$ cat config.mk
export PLATFORM = sky130hd
export DESIGN_NAME = low_power_request_decoder
export DESIGN_NICKNAME = d
export VERILOG_FILES = /design/src/lpr_pkg.sv /design/src/low_power_request_decoder.sv /design/src/lpr_round.sv
export SDC_FILE = /design/constraint.sdc
export NUM_CORES = 1
export LEC_CHECK = 0
export BUFFER_PORTS_ARGS = -buffer_cell sky130_fd_sc_hd__buf_2
export CORE_UTILIZATION = 48
export CTS_CLUSTER_DIAMETER = 40
export CTS_CLUSTER_SIZE = 10
export DETAILED_ROUTE_END_ITERATION = 8
export REMOVE_ABC_BUFFERS = 1
export SLEW_MARGIN = 20
export SYNTH_ARGS = -nofsm -noshare
export SYNTH_HDL_FRONTEND = slang
export SYNTH_SLANG_ARGS = --single-unit
$ cat constraint.sdc
create_clock -name clk_in -period 75.1 [get_ports clk_in]
set_clock_uncertainty 0.2 [all_clocks]
set_input_delay 18.775 -clock clk_in [delete_from_list [all_inputs] [get_ports clk_in]]
set_output_delay 18.775 -clock clk_in [all_outputs]
set_load 0.02 [all_outputs]
$ cat src/lpr_pkg.sv
package lpr_pkg;
  localparam logic [7:0]  MSG_ID           = 8'hDA;
  localparam logic [7:0]  MSG_SUB_ID       = 8'h06;
  localparam int          MSG_LEN          = 42;
  // byte positions in the payload, counted from the identifier byte
  localparam logic [5:0]  POS_SELECT       = 6'h02;
  localparam logic [5:0]  POS_RATE_UP      = 6'h05;
  localparam logic [5:0]  POS_RATE_HI      = 6'h06;
  localparam logic [5:0]  POS_RATE_LO      = 6'h07;
  localparam logic [5:0]  POS_MASK_HI      = 6'h08;
  localparam logic [5:0]  POS_MASK_LO      = 6'h09;
  localparam logic [5:0]  POS_SEARCH_HI    = 6'h0A;
  localparam logic [5:0]  POS_SEARCH_LO    = 6'h0B;
  localparam logic [5:0]  POS_OFF_HI       = 6'h0C;
  localparam logic [5:0]  POS_OFF_LO       = 6'h0D;
  localparam logic [5:0]  POS_ON_HI        = 6'h14;
  localparam logic [5:0]  POS_ON_LO        = 6'h15;
  localparam logic [5:0]  POS_LAST         = 6'h29;
  localparam int          MASK_APPLY_BIT   = 0;
  localparam int          MASK_DEMAND_BIT  = 2;
  localparam logic [7:0]  SELECT_FULL      = 8'h00;
  localparam logic [7:0]  SELECT_REDUCED   = 8'h01;
  localparam logic [23:0] FINE_LIMIT       = 24'h00001E;
  localparam logic [23:0] RATE_MAX         = 24'h015180;
  localparam logic [23:0] FINE_STEP        = 24'h000006;
  localparam logic [23:0] COARSE_STEP      = 24'h00001E;
  localparam logic [15:0] DEMAND_PERIOD    = 16'h0006;
  localparam logic [15:0] DEF_RATE         = 16'h0001;
  localparam logic [15:0] DEF_SEARCH       = 16'h0078;
  localparam logic [15:0] DEF_OFF          = 16'h001E;
  localparam logic [15:0] DEF_ON_WINDOW    = 16'h00C8;
  localparam logic [15:0] ON_MIN           = 16'h0064;
  localparam logic [15:0] ON_MAX           = 16'h0320;
  localparam logic [15:0] ON_STEP          = 16'h0064;
  localparam logic [23:0] UART_DEF_BPS     = 24'h0012C0;
  localparam logic [3:0]  UART_DEF_BITS    = 4'h8;
  localparam logic [23:0] TWI_DEF_KBPS     = 24'h000190;
  localparam logic [15:0] SPI_DEF_KHZ      = 16'h1A90;
endpackage

$ cat src/low_power_request_decoder.sv
`timescale 1ns/10ps
module low_power_request_decoder
(
  input  wire logic        clk_in,
  input  wire logic        reset_in,
  input  wire logic        clk_en_in,
  input  wire logic        byte_valid_in,
  input  wire logic [7:0]  byte_in,
  input  wire logic        frame_start_in,
  input  wire logic        frame_end_in,
  input  wire logic        asleep_in,
  input  wire logic        msg_pending_in,
  output logic             reduced_power_out,
  output logic             on_demand_fix_mode_out,
  output logic [23:0]      wake_period_out,
  output logic [15:0]      search_timeout_out,
  output logic [15:0]      retry_sleep_out,
  output logic [15:0]      receiver_on_window_out,
  output logic             request_applied_out,
  output logic             request_refused_out,
  output logic             msg_send_enable_out,
  output logic             notice_send_ok_out,
  output logic             notice_withhold_out,
  output logic [23:0]      uart_bps_out,
  output logic [3:0]       uart_data_bits_out,
  output logic             uart_parity_out,
  output logic             uart_two_stop_out,
  output logic [23:0]      twi_kbps_out,
  output logic             twi_multi_master_out,
  output logic [15:0]      spi_max_khz_out
);
  typedef enum {IDLE, COLLECT, SKIP, ROUND, COMMIT} state_t;

  state_t      state;
  state_t      next_state;
  logic [5:0]  pos;
  logic [5:0]  next_pos;
  logic [7:0]  sel;
  logic [7:0]  next_sel;
  logic [23:0] rate;
  logic [23:0] next_rate;
  logic [15:0] mask;
  logic [15:0] next_mask;
  logic [15:0] search;
  logic [15:0] next_search;
  logic [15:0] off;
  logic [15:0] next_off;
  logic [15:0] on_win;
  logic [15:0] next_on_win;
  logic [23:0] step;
  logic [23:0] rounded;
  logic [23:0] srch_r;
  logic [23:0] off_r;

  // asleep state comes from the power sequencer pins, so synchronise
  logic        sleep_meta;
  logic        sleep_sync;
  logic        sleep_prev;

  logic        reduced_power;
  logic        next_reduced_power;
  logic        on_demand;
  logic        next_on_demand;
  logic [23:0] wake;
  logic [23:0] next_wake;
  logic [15:0] search_t;
  logic [15:0] next_search_t;
  logic [15:0] retry_t;
  logic [15:0] next_retry_t;
  logic [15:0] on_t;
  logic [15:0] next_on_t;
  logic        applied;
  logic        next_applied;
  logic        refused;
  logic        next_refused;

  logic        demand_sel;
  assign demand_sel = mask[lpr_pkg::MASK_DEMAND_BIT];

  always_comb
  begin
    if (rate < lpr_pkg::FINE_LIMIT)
    begin
      step = lpr_pkg::FINE_STEP;
    end
    else
    begin
      step = lpr_pkg::COARSE_STEP;
    end
  end

  lpr_round u_rate_round
  (
    .clk_in      (clk_in),
    .reset_in    (reset_in),
    .enable_in   (clk_en_in),
    .value_in    ((rate > lpr_pkg::RATE_MAX) ? lpr_pkg::RATE_MAX : rate),
    .step_in     ((rate == 24'h000000) ? 24'h000000 : step),
    .rounded_out (rounded)
  );

  lpr_round u_search_round
  (
    .clk_in      (clk_in),
    .reset_in    (reset_in),
    .enable_in   (clk_en_in),
    .value_in    ({8'h00, search}),
    .step_in     (demand_sel ? lpr_pkg::COARSE_STEP : 24'h000000),
    .rounded_out (srch_r)
  );

  lpr_round u_off_round
  (
    .clk_in      (clk_in),
    .reset_in    (reset_in),
    .enable_in   (clk_en_in),
    .value_in    ({8'h00, off}),
    .step_in     (demand_sel ? lpr_pkg::COARSE_STEP : 24'h000000),
    .rounded_out (off_r)
  );

  // byte collector
  always_comb
  begin
    next_state  = state;
    next_pos    = pos;
    next_sel    = sel;
    next_rate   = rate;
    next_mask   = mask;
    next_search = search;
    next_off    = off;
    next_on_win = on_win;
    if (frame_start_in)
    begin
      next_state = COLLECT;
      next_pos   = 6'h00;
    end
    else
    begin
      case (state)
        IDLE:
        begin
          next_state = IDLE;
        end
        COLLECT:
        begin
          if (byte_valid_in)
          begin
            next_pos = pos + 6'h01;
            if ((pos == 6'h00 && byte_in != lpr_pkg::MSG_ID) ||
                (pos == 6'h01 && byte_in != lpr_pkg::MSG_SUB_ID))
            begin
              next_state = SKIP;
            end
            // fields shift in high byte first
            case (pos)
              lpr_pkg::POS_SELECT:    next_sel = byte_in;
              lpr_pkg::POS_RATE_UP:   next_rate = {byte_in, 16'h0000};
              lpr_pkg::POS_RATE_HI:   next_rate = {rate[23:16], byte_in, 8'h00};
              lpr_pkg::POS_RATE_LO:   next_rate = {rate[23:8], byte_in};
              lpr_pkg::POS_MASK_HI:   next_mask = {byte_in, 8'h00};
              lpr_pkg::POS_MASK_LO:   next_mask = {mask[15:8], byte_in};
              lpr_pkg::POS_SEARCH_HI: next_search = {byte_in, 8'h00};
              lpr_pkg::POS_SEARCH_LO: next_search = {search[15:8], byte_in};
              lpr_pkg::POS_OFF_HI:    next_off = {byte_in, 8'h00};
              lpr_pkg::POS_OFF_LO:    next_off = {off[15:8], byte_in};
              lpr_pkg::POS_ON_HI:     next_on_win = {byte_in, 8'h00};
              lpr_pkg::POS_ON_LO:     next_on_win = {on_win[15:8], byte_in};
              default:                next_pos = pos + 6'h01;
            endcase
            // short frames are dropped; reserved bytes are not checked
            if (pos == lpr_pkg::POS_LAST && frame_end_in)
            begin
              next_state = ROUND;
            end
          end
          else if (frame_end_in)
          begin
            next_state = IDLE;
          end
        end
        SKIP:
        begin
          if (frame_end_in)
          begin
            next_state = IDLE;
          end
        end
        ROUND:
        begin
          next_state = COMMIT;
        end
        COMMIT:
        begin
          next_state = IDLE;
        end
        default:
        begin
          next_state = IDLE;
        end
      endcase
    end
  end

  always_ff @(posedge clk_in)
  begin
    if (reset_in)
    begin
      state  <= IDLE;
      pos    <= 6'h00;
      sel    <= 8'h00;
      rate   <= 24'h000000;
      mask   <= 16'h0000;
      search <= 16'h0000;
      off    <= 16'h0000;
      on_win <= 16'h0000;
    end
    else if (clk_en_in)
    begin
      state  <= next_state;
      pos    <= next_pos;
      sel    <= next_sel;
      rate   <= next_rate;
      mask   <= next_mask;
      search <= next_search;
      off    <= next_off;
      on_win <= next_on_win;
    end
  end

  // configuration, volatile, back to defaults on reset
  always_comb
  begin
    next_reduced_power = reduced_power;
    next_on_demand     = on_demand;
    next_wake          = wake;
    next_search_t      = search_t;
    next_retry_t       = retry_t;
    next_on_t          = on_t;
    next_applied       = 1'b0;
    next_refused       = 1'b0;
    if (state == COMMIT)
    begin
      if (sleep_sync || sel > lpr_pkg::SELECT_REDUCED)
      begin
        next_refused = 1'b1;
      end
      else
      begin
        next_applied       = 1'b1;
        next_reduced_power = (sel == lpr_pkg::SELECT_REDUCED);
        if (mask[lpr_pkg::MASK_APPLY_BIT])
        begin
          next_on_demand = demand_sel;
          next_wake      = demand_sel ? {8'h00, lpr_pkg::DEMAND_PERIOD} : rounded;
          next_search_t  = srch_r[15:0];
          next_retry_t   = off_r[15:0];
          if (on_win < lpr_pkg::ON_MIN)
          begin
            next_on_t = lpr_pkg::ON_MIN;
          end
          else if (on_win > lpr_pkg::ON_MAX)
          begin
            next_on_t = lpr_pkg::ON_MAX;
          end
          else
          begin
            next_on_t = ((on_win + (lpr_pkg::ON_STEP >> 1)) / lpr_pkg::ON_STEP) * lpr_pkg::ON_STEP;
          end
        end
      end
    end
  end

  always_ff @(posedge clk_in)
  begin
    if (reset_in)
    begin
      reduced_power <= 1'b0;
      on_demand     <= 1'b0;
      wake          <= {8'h00, lpr_pkg::DEF_RATE};
      search_t      <= lpr_pkg::DEF_SEARCH;
      retry_t       <= lpr_pkg::DEF_OFF;
      on_t          <= lpr_pkg::DEF_ON_WINDOW;
      applied       <= 1'b0;
      refused       <= 1'b0;
    end
    else if (clk_en_in)
    begin
      reduced_power <= next_reduced_power;
      on_demand     <= next_on_demand;
      wake          <= next_wake;
      search_t      <= next_search_t;
      retry_t       <= next_retry_t;
      on_t          <= next_on_t;
      applied       <= next_applied;
      refused       <= next_refused;
    end
  end

  // power state tracking and notices
  always_ff @(posedge clk_in)
  begin
    if (reset_in)
    begin
      sleep_meta          <= 1'b0;
      sleep_sync          <= 1'b0;
      sleep_prev          <= 1'b0;
      msg_send_enable_out <= 1'b0;
      notice_send_ok_out  <= 1'b0;
      notice_withhold_out <= 1'b0;
    end
    else if (clk_en_in)
    begin
      sleep_meta          <= asleep_in;
      sleep_sync          <= sleep_meta;
      sleep_prev          <= sleep_sync;
      msg_send_enable_out <= msg_pending_in && !sleep_sync;
      notice_send_ok_out  <= sleep_prev && !sleep_sync;
      notice_withhold_out <= !sleep_prev && sleep_sync;
    end
  end

  always_comb
  begin
    reduced_power_out      = reduced_power;
    on_demand_fix_mode_out = on_demand;
    wake_period_out        = wake;
    search_timeout_out     = search_t;
    retry_sleep_out        = retry_t;
    receiver_on_window_out = on_t;
    request_applied_out    = applied;
    request_refused_out    = refused;
    uart_bps_out           = lpr_pkg::UART_DEF_BPS;
    uart_data_bits_out     = lpr_pkg::UART_DEF_BITS;
    uart_parity_out        = 1'b0;
    uart_two_stop_out      = 1'b0;
    twi_kbps_out           = lpr_pkg::TWI_DEF_KBPS;
    twi_multi_master_out   = 1'b1;
    spi_max_khz_out        = lpr_pkg::SPI_DEF_KHZ;
  end

  chk_withhold_on_sleep: assert property (@(posedge clk_in) disable iff (reset_in)
    clk_en_in && !sleep_prev && sleep_sync ##1 clk_en_in |-> notice_withhold_out)
    else $error("withhold notice missing");
  chk_ok_on_wake: assert property (@(posedge clk_in) disable iff (reset_in)
    clk_en_in && sleep_prev && !sleep_sync |=> notice_send_ok_out && !sleep_prev)
    else $error("send notice missing on wake");
  chk_quiet_asleep: assert property (@(posedge clk_in) disable iff (reset_in)
    clk_en_in && sleep_sync ##1 clk_en_in |-> !msg_send_enable_out)
    else $error("message while asleep");
  chk_refuse_asleep: assert property (@(posedge clk_in) disable iff (reset_in)
    clk_en_in && state == COMMIT && sleep_sync |=> !applied && $stable(wake))
    else $error("applied while asleep");
  chk_on_window_range: assert property (@(posedge clk_in) disable iff (reset_in)
    on_t >= lpr_pkg::ON_MIN && on_t <= lpr_pkg::ON_MAX && on_t % lpr_pkg::ON_STEP == 16'h0000)
    else $error("on window out of range");
  chk_demand_period: assert property (@(posedge clk_in) disable iff (reset_in)
    $rose(applied) && on_demand |-> wake == {8'h00, lpr_pkg::DEMAND_PERIOD})
    else $error("demand period wrong");
  chk_defaults_kept: assert property (@(posedge clk_in) disable iff (reset_in)
    clk_en_in && state == COMMIT && !mask[0] |=> $stable(search_t) && $stable(on_t))
    else $error("defaults changed");
  chk_demand_round: assert property (@(posedge clk_in) disable iff (reset_in)
    $rose(applied) && on_demand |-> retry_t % 16'h001E == 16'h0000)
    else $error("retry not rounded");
  cov_applied: cover property (@(posedge clk_in) applied && reduced_power);
  cov_refused: cover property (@(posedge clk_in) refused);
  cov_notice: cover property (@(posedge clk_in) notice_send_ok_out);
endmodule

$ cat src/lpr_round.sv
`timescale 1ns/10ps
// rounds a value to nearest multiple of step; registered output
module lpr_round
(
  input  wire logic        clk_in,
  input  wire logic        reset_in,
  input  wire logic        enable_in,
  input  wire logic [23:0] value_in,
  input  wire logic [23:0] step_in,
  output logic      [23:0] rounded_out
);
  logic [23:0] next_rounded;
  logic [23:0] low;
  logic [23:0] rem;

  always_comb
  begin
    rem = (step_in == 24'h000000) ? 24'h000000 : value_in % step_in;
    low = value_in - rem;
    next_rounded = low;
    if (step_in != 24'h000000 && (rem << 1) >= step_in)
    begin
      next_rounded = low + step_in;
    end
  end

  always_ff @(posedge clk_in)
  begin
    if (reset_in)
    begin
      rounded_out <= 24'h000000;
    end
    else if (enable_in)
    begin
      rounded_out <= next_rounded;
    end
  end
endmodule

* Word-level counts from Yosys, hierarchy flattened
Index checks and enable logic that the tools add are counted.
** Storage, ports and cells
- Register bits after elaboration :: 259
- Latch bits :: 0
- Memory bits (writable) :: 0
- Memory bits (read-only) :: 0
- Bits of input ports :: 16
- Logic and storage cells :: 153
- Memories kept :: 0
** Cells by class
- $add $sub $neg :: 8
- Multiply operators :: 1
- Divide/modulo/power cells :: 4
- Order comparisons :: 8
- Equality and inequality tests :: 22
- Shift-type cells :: 0
- Mux-type cells :: 31
- Bitwise gates (word level) :: 7
- Reduce and logical (&&, ||, !) cells :: 42
** Operators with widths (count)
- 32-bit 2-to-1 mux :: 5
- 24-bit 2-to-1 mux :: 5
- 16-bit one-hot mux with 2 select lines :: 3
- 32-bit one-hot mux with 3 select lines :: 1
- 24-bit logical NOT :: 3
- 24-bit one-hot mux with 3 select lines :: 1
- 32-bit by 2-bit equality test with 1-bit output (second input constant) :: 2
- 16-bit 2-to-1 mux :: 4
- 24-bit by 5-bit >= comparator with 1-bit output :: 2
- 16-bit by 24-bit modulo with 24-bit output :: 2
- 24-bit nonzero test :: 2
- 23-bit 2-to-1 mux :: 2
- 6-bit by 4-bit equality test with 1-bit output (second input constant) :: 6
- 16-bit by 5-bit adder with 16-bit output :: 2
- 32-bit by 1-bit equality test with 1-bit output (second input constant) :: 1
- 32-bit by 4-bit equality test with 1-bit output (second input constant) :: 1
- 16-bit subtractor :: 2
- 5-bit AND reduction :: 6
- 24-bit adder :: 1
- 24-bit >= comparator :: 1
- 24-bit by 17-bit > comparator with 1-bit output (second input constant) :: 1
- 24-bit by 5-bit < comparator with 1-bit output (second input constant) :: 1
- 24-bit by 24-bit modulo with 24-bit output :: 1
- 6-bit AND reduction :: 4
- other kinds (32) :: 64

* Logic depth before layout (Yosys ltp)
- Depth after elaboration :: 8
- Depth in mapped cells :: 256
- Depth with buffers taken out :: 242

* Modules after synthesis
A second synthesis with hierarchy kept.
** Second synthesis, totals
- Cell total of the unflattened synthesis :: 10385
- Area, all modules :: 73939.7 sq um
** By module, submodules not included
- lpr_round at u_rate_round :: times used 1, cells each 2975, area an instance 20698.6 sq um, seq. area each 480.5 sq um
- lpr_round at u_off_round :: times used 1, cells each 2912, area an instance 20275.7 sq um, seq. area each 480.5 sq um
- lpr_round at u_search_round :: times used 1, cells each 2919, area an instance 20275.7 sq um, seq. area each 480.5 sq um
- low_power_request_decoder :: times used 1, cells each 1579, area an instance 12689.7 sq um, seq. area each 4003.8 sq um

* Worst setup path before layout
Ideal clock, no wire load.
- Path kind :: reg-to-reg
- From :: register mask[2]
- To :: register u_search_round.rounded_out[15]
- Arrival :: 51877 ps
- Required time :: 74814 ps
- Path slack :: 22937 ps
- Cell stages (with the launch flop) :: 231
- Period minus slack after synthesis :: 52163 ps
- Path through :: dfxtp_1 > clkinv_1 > clkbuf_1 > clkbuf_1 > ha_1 > o22ai_1 > o32a_1 > o22ai_1 > ha_1 > nor4_1 > o21ai_0 > o21a_1 > ha_1 > or3_1 > o221ai_1 > mux2i_1 > inv_1 > ha_1 > [195 not listed] > xnor2_1 > nand2_1 > ha_1 > or3_1 > a211oi_1 > o31ai_1 > o21a_1 > o21a_1 > nor2_1 > nor2b_1 > o21ai_0 > nand2b_1 > xor2_1 > inv_1 > nor3_1 > and2_1 > xnor2_1 > a211oi_1
** Between the ends
- Word-level cells in the longest chain between the ends :: 6
- Elaborated cells on any way between the ends :: 10
- Classes of those cells :: add/sub: 2; div: 1; order compare: 1; mux: 3; reduce/logical: 3
** Ends and longest elaborated chain
- start, declared :: RTL line low_power_request_decoder.sv:42 : logic [15:0] mask;
- start signal, assigned :: RTL line low_power_request_decoder.sv:224 : mask <= next_mask;
- 5-bit 2-to-1 mux (*) :: RTL line low_power_request_decoder.sv:108 : .step_in (demand_sel ? lpr_pkg::COARSE_STEP : 24'h000000),
- 16-bit by 24-bit modulo with 24-bit output / 24-bit logical NOT (equally long branches) :: RTL line lpr_round.sv:18 : rem = (step_in == 24'h000000) ? 24'h000000 : value_in % step_in;
- 23-bit 2-to-1 mux :: RTL line lpr_round.sv:18
- 16-bit subtractor / 24-bit by 5-bit >= comparator with 1-bit output (equally long branches) :: RTL line lpr_round.sv:19, lpr_round.sv:21
- 16-bit by 5-bit adder with 16-bit output / 1-bit logical AND (equally long branches) :: RTL line lpr_round.sv:23, lpr_round.sv:21
- 16-bit 2-to-1 mux (*) :: RTL line lpr_round.sv:21 : if (step_in != 24'h000000 && (rem << 1) >= step_in)
- end signal, assigned :: RTL line lpr_round.sv:35 : rounded_out <= next_rounded;
- end, declared :: RTL line lpr_round.sv:10 : output logic [23:0] rounded_out
Mark *: on every way between the ends. The rest lies on a longest branch, timed or not.
A chain may end at the register's enable or synchronous reset.

* Final worst setup path
- From :: register rate[0]
- To :: register u_rate_round.rounded_out[22]
** Between the ends
- Word-level cells in the longest chain between the ends :: 8
- Elaborated cells on any way between the ends :: 15
- Classes of those cells :: add/sub: 2; div: 1; order compare: 3; mux: 5; reduce/logical: 4
** Ends and longest elaborated chain
- start, declared :: RTL line low_power_request_decoder.sv:40 : logic [23:0] rate;
- start signal, assigned :: RTL line low_power_request_decoder.sv:223 : rate <= next_rate;
- 24-bit by 5-bit < comparator with 1-bit output :: RTL line low_power_request_decoder.sv:82 : if (rate < lpr_pkg::FINE_LIMIT)
- 5-bit 2-to-1 mux :: RTL line low_power_request_decoder.sv:82
- 24-bit 2-to-1 mux :: RTL line low_power_request_decoder.sv:98 : .step_in ((rate == 24'h000000) ? 24'h000000 : step),
- 24-bit by 24-bit modulo with 24-bit output / 24-bit logical NOT (equally long branches) :: RTL line lpr_round.sv:18
- 24-bit 2-to-1 mux :: RTL line lpr_round.sv:18
- 24-bit subtractor / 24-bit >= comparator (equally long branches) :: RTL line lpr_round.sv:19, lpr_round.sv:21
- 24-bit adder / 1-bit logical AND (equally long branches) :: RTL line lpr_round.sv:23, lpr_round.sv:21
- 24-bit 2-to-1 mux (*) :: RTL line lpr_round.sv:21
- end signal, assigned :: RTL line lpr_round.sv:35
- end, declared :: RTL line lpr_round.sv:10
Marked as above.

==> results_dict.tcl <==
set metrics [dict create \
    outcome "finished, final reports clean" \
    hpwl_mm 114 \
    synth_enable_flop_cells 0 \
    max-cap-violations 0 \
    final_hold_viol_count 0 \
    grt_pass1_vias 44300 \
    clk_pin_slew_worst_paths_ns 0.05 \
    core-area_mm2 0.0952 \
    grt-ovfl-total 0 \
    die_area_mm2 0.0974 \
    cts_setup_buffers 0 \
    fill_cells 9766 \
    fin_nets 6900 \
    htree_levels 2 \
    finalSetupTns_ns 0 \
    arrival_ns 57.48 \
    antenna_found_initial 5 \
    yosys-top-cells-area "dfxtp_1, ha_1, nor2_1" \
    postSynthCellCount 6519 \
    start_kind "register" \
    max_freq_ghz 0.0175 \
    row_count 113 \
    drive_above_1_share 0.0714 \
    track_usage 0.278 \
    finalSetupViolations 0 \
    die_w_um 312 \
    cpMostUsedCell "o21a_1" \
    area_growth_pct 5.26 \
    cts_buffer_depth 3 \
    synth.avg_cell_area_um2 7.08 \
    path_class "reg -> reg" \
    worstPathRequired_ns 75.34 \
    grt_max_degree 85 \
    clk_latency_ns 0.54 \
    grt_pass1_wl_mm 231 \
    multi_input_area_mm2 0.0395 \
    via_count 48600 \
    crit_path_top_delay_cell "a21oi_1" \
    period_needed_ns 57.24 \
    netlist.area_leader.share 0.111 \
    totalWireLength_mm 143 \
    fp.dieH_um 312 \
    fin_crit_sh 0.762 \
    yosysSeqAreaShare 0.111 \
    cts_tree "built" \
    async_flop_share 0 \
    slew-limit-headroom 0.248 \
    cts_root_buffer "clkbuf_16" \
    synth_top_area_cell "dfxtp_1" \
    mappedNetlistArea_mm2 0.0461 \
    holdBufCountCts 0 \
    maxSlewViolCount 0 \
    initial_core_util 0.485 \
    yosysWarnings 0 \
    antenna_left 0 \
    drt_first_pass_iters 6 \
    drc_errors 0 \
    drt_iter0_markers 3411 \
    cts_made_buffers 36 \
    yosysUniqueCellTypes 132 \
    place_congestion 0.973 \
    rsz0062_at_grt "false" \
    regArea_mm2 0.00513 \
    diodes 0 \
    ys.flop_type "dfxtp_1" \
    min_path_type "reg -> reg" \
    boundaryPins 166 \
    cp_slowest_stage_delay_ns 0.80 \
    wire_per_inst_um 18.3 \
    via_per_inst 6.24 \
    synth-seq-cells 256 \
    endpoint_kind "register" \
    worstMarginPinSlew_ns 1.12 \
    cp_max_fo 50 \
    clkSinkCount 256 \
    port_buffers 92 \
    cts_resized 0 \
]
final timing paths:
path | from | to | slack, ns | cells past startpoint
setup / recovery | rate[0]$_SDFFE_PP0P_ | u_rate_round.rounded_out[22]$_SDFFE_PP0P_ | 17.86 | 222
hold / removal | retry_sleep_out[9]$_SDFFE_PP0P_ | retry_sleep_out[9]$_SDFFE_PP0P_ | 0.25 | 2
setup reg to reg | rate[0]$_SDFFE_PP0P_ | u_rate_round.rounded_out[22]$_SDFFE_PP0P_ | 17.86 | 222
hold reg to reg | retry_sleep_out[9]$_SDFFE_PP0P_ | retry_sleep_out[9]$_SDFFE_PP0P_ | 0.25 | 2
cells in the mapped netlist, types with 32 or more instances:
| master | count |
|---|---|
| clkbuf_1 | 175 |
| nand4_1 | 92 |
| dfxtp_1 | 256 |
| or4_1 | 32 |
| xor2_1 | 178 |
| a31oi_1 | 66 |
| nand2b_1 | 99 |
| and2_1 | 133 |
| xnor2_1 | 284 |
| nor2b_1 | 72 |
| o21ai_0 | 269 |
| inv_1 | 128 |
| nor4_1 | 79 |
| o22ai_1 | 36 |
| a211oi_1 | 104 |
| o21a_1 | 157 |
| nand2_1 | 577 |
| ha_1 | 364 |
| or3_1 | 92 |
| and3_1 | 103 |
| mux2_2 | 70 |
| nor2_1 | 746 |
| mux2i_1 | 147 |
| o31ai_1 | 75 |
| buf_4 | 75 |
| or2_2 | 84 |
| a22oi_1 | 64 |
| a21o_1 | 163 |
| nor3_1 | 298 |
| o211a_1 | 34 |
| nand3_1 | 222 |
| o211ai_1 | 70 |
| a21oi_1 | 449 |
per-stage QoR:
step	util	instance area, µm²	worst slack (ns)	hold WS [ns]	std cells
floorplan	-	45100	21.74	0.217	6339
global placement	0.499	47500	18.57	0.226	7738
detailed placement	0.499	47500	18.40	0.240	7738
CTS	0.510	48600	18.16	0.253	7790
global route	0.510	48600	12.85	0.269	7790
finish	0.510	48600	17.86	0.248	7790
critical path: cells and delay by family, from the launching register on:
family / cells / cell delay, ns
compound gates: 107 / 25.77
xor+xnor: 3 / 0.50
fa+ha+maj: 22 / 6.89
buf+inv: 10 / 1.89
flops: 1 / 0.33
mux: 3 / 1.08
simple gates: 77 / 20.32
cells in the final DEF (no fill, tap or decap), drive strengths merged, types with 75 or more instances in the layout:
cell    synthesis  final
buf           106    133
ha            364    364
xnor2         284    284
or2            91     91
a21o          163    163
or3            96     96
nor4           90     90
nand2b        100    100
nor2          748    748
inv           130    136
o21ai         301    301
nand2         580    580
a211oi        109    109
and3          104    104
xor2          178    178
conb            2    105
nand4          94     94
a21oi         456    456
o31ai          75     75
o21a          157    157
mux2           76     76
dfxtp         256    256
nand3         223    223
and2          134    134
nor3          308    308
mux2i         148    148
per-layer routing:
layer | wire length, µm | global-route usage | share of wire
met2 | 65100 | 0.467 | 0.46
met4 | 3180 | 0.0692 | 0.022
met1 | 67800 | 0.384 | 0.48
met5 | 34 | 0 | 0.00024
met3 | 6370 | 0.0196 | 0.045
layout make-up:
class | count | share of cell area
Sequential cell | 256 | 0.106
Inverter | 132 | 0.0104
Multi-Input combinational cell | 5951 | 0.814
Clock inverter | 11 | 0.00173
Tap cell | 1265 | 0.0326
Clock buffer | 41 | 0.0198
Timing Repair Buffer | 134 | 0.0162
cells by family (layout without fill, tap and decap cells):
logic type      Yosys count  in the layout  synth area share
other cells               2            105          0.000163
compound gates         1945           1945             0.292
fa+ha+maj               383            383             0.105
buf+inv                 415            318            0.0415
simple gates           2832           2832             0.312
mux                     224            224            0.0509
xor+xnor                462            462            0.0877
flops                   256            256             0.111
registers in the layout (all words and copies together), names as in the netlist, 2 cells and up:
| signal | cells |
|---|---|
| mask | 2 |
| state | 32 |
| rate | 24 |
| search_timeout_out | 16 |
| receiver_on_window_out | 14 |
| u_off_round.rounded_out | 16 |
| u_rate_round.rounded_out | 24 |
| retry_sleep_out | 16 |
| sel | 8 |
| pos | 6 |
| on_win | 16 |
| wake_period_out | 24 |
| u_search_round.rounded_out | 16 |
| off | 16 |
| search | 16 |
Power is not shown: default switching activity piles up to over one toggle a cycle in this logic, so the estimate is an artifact.
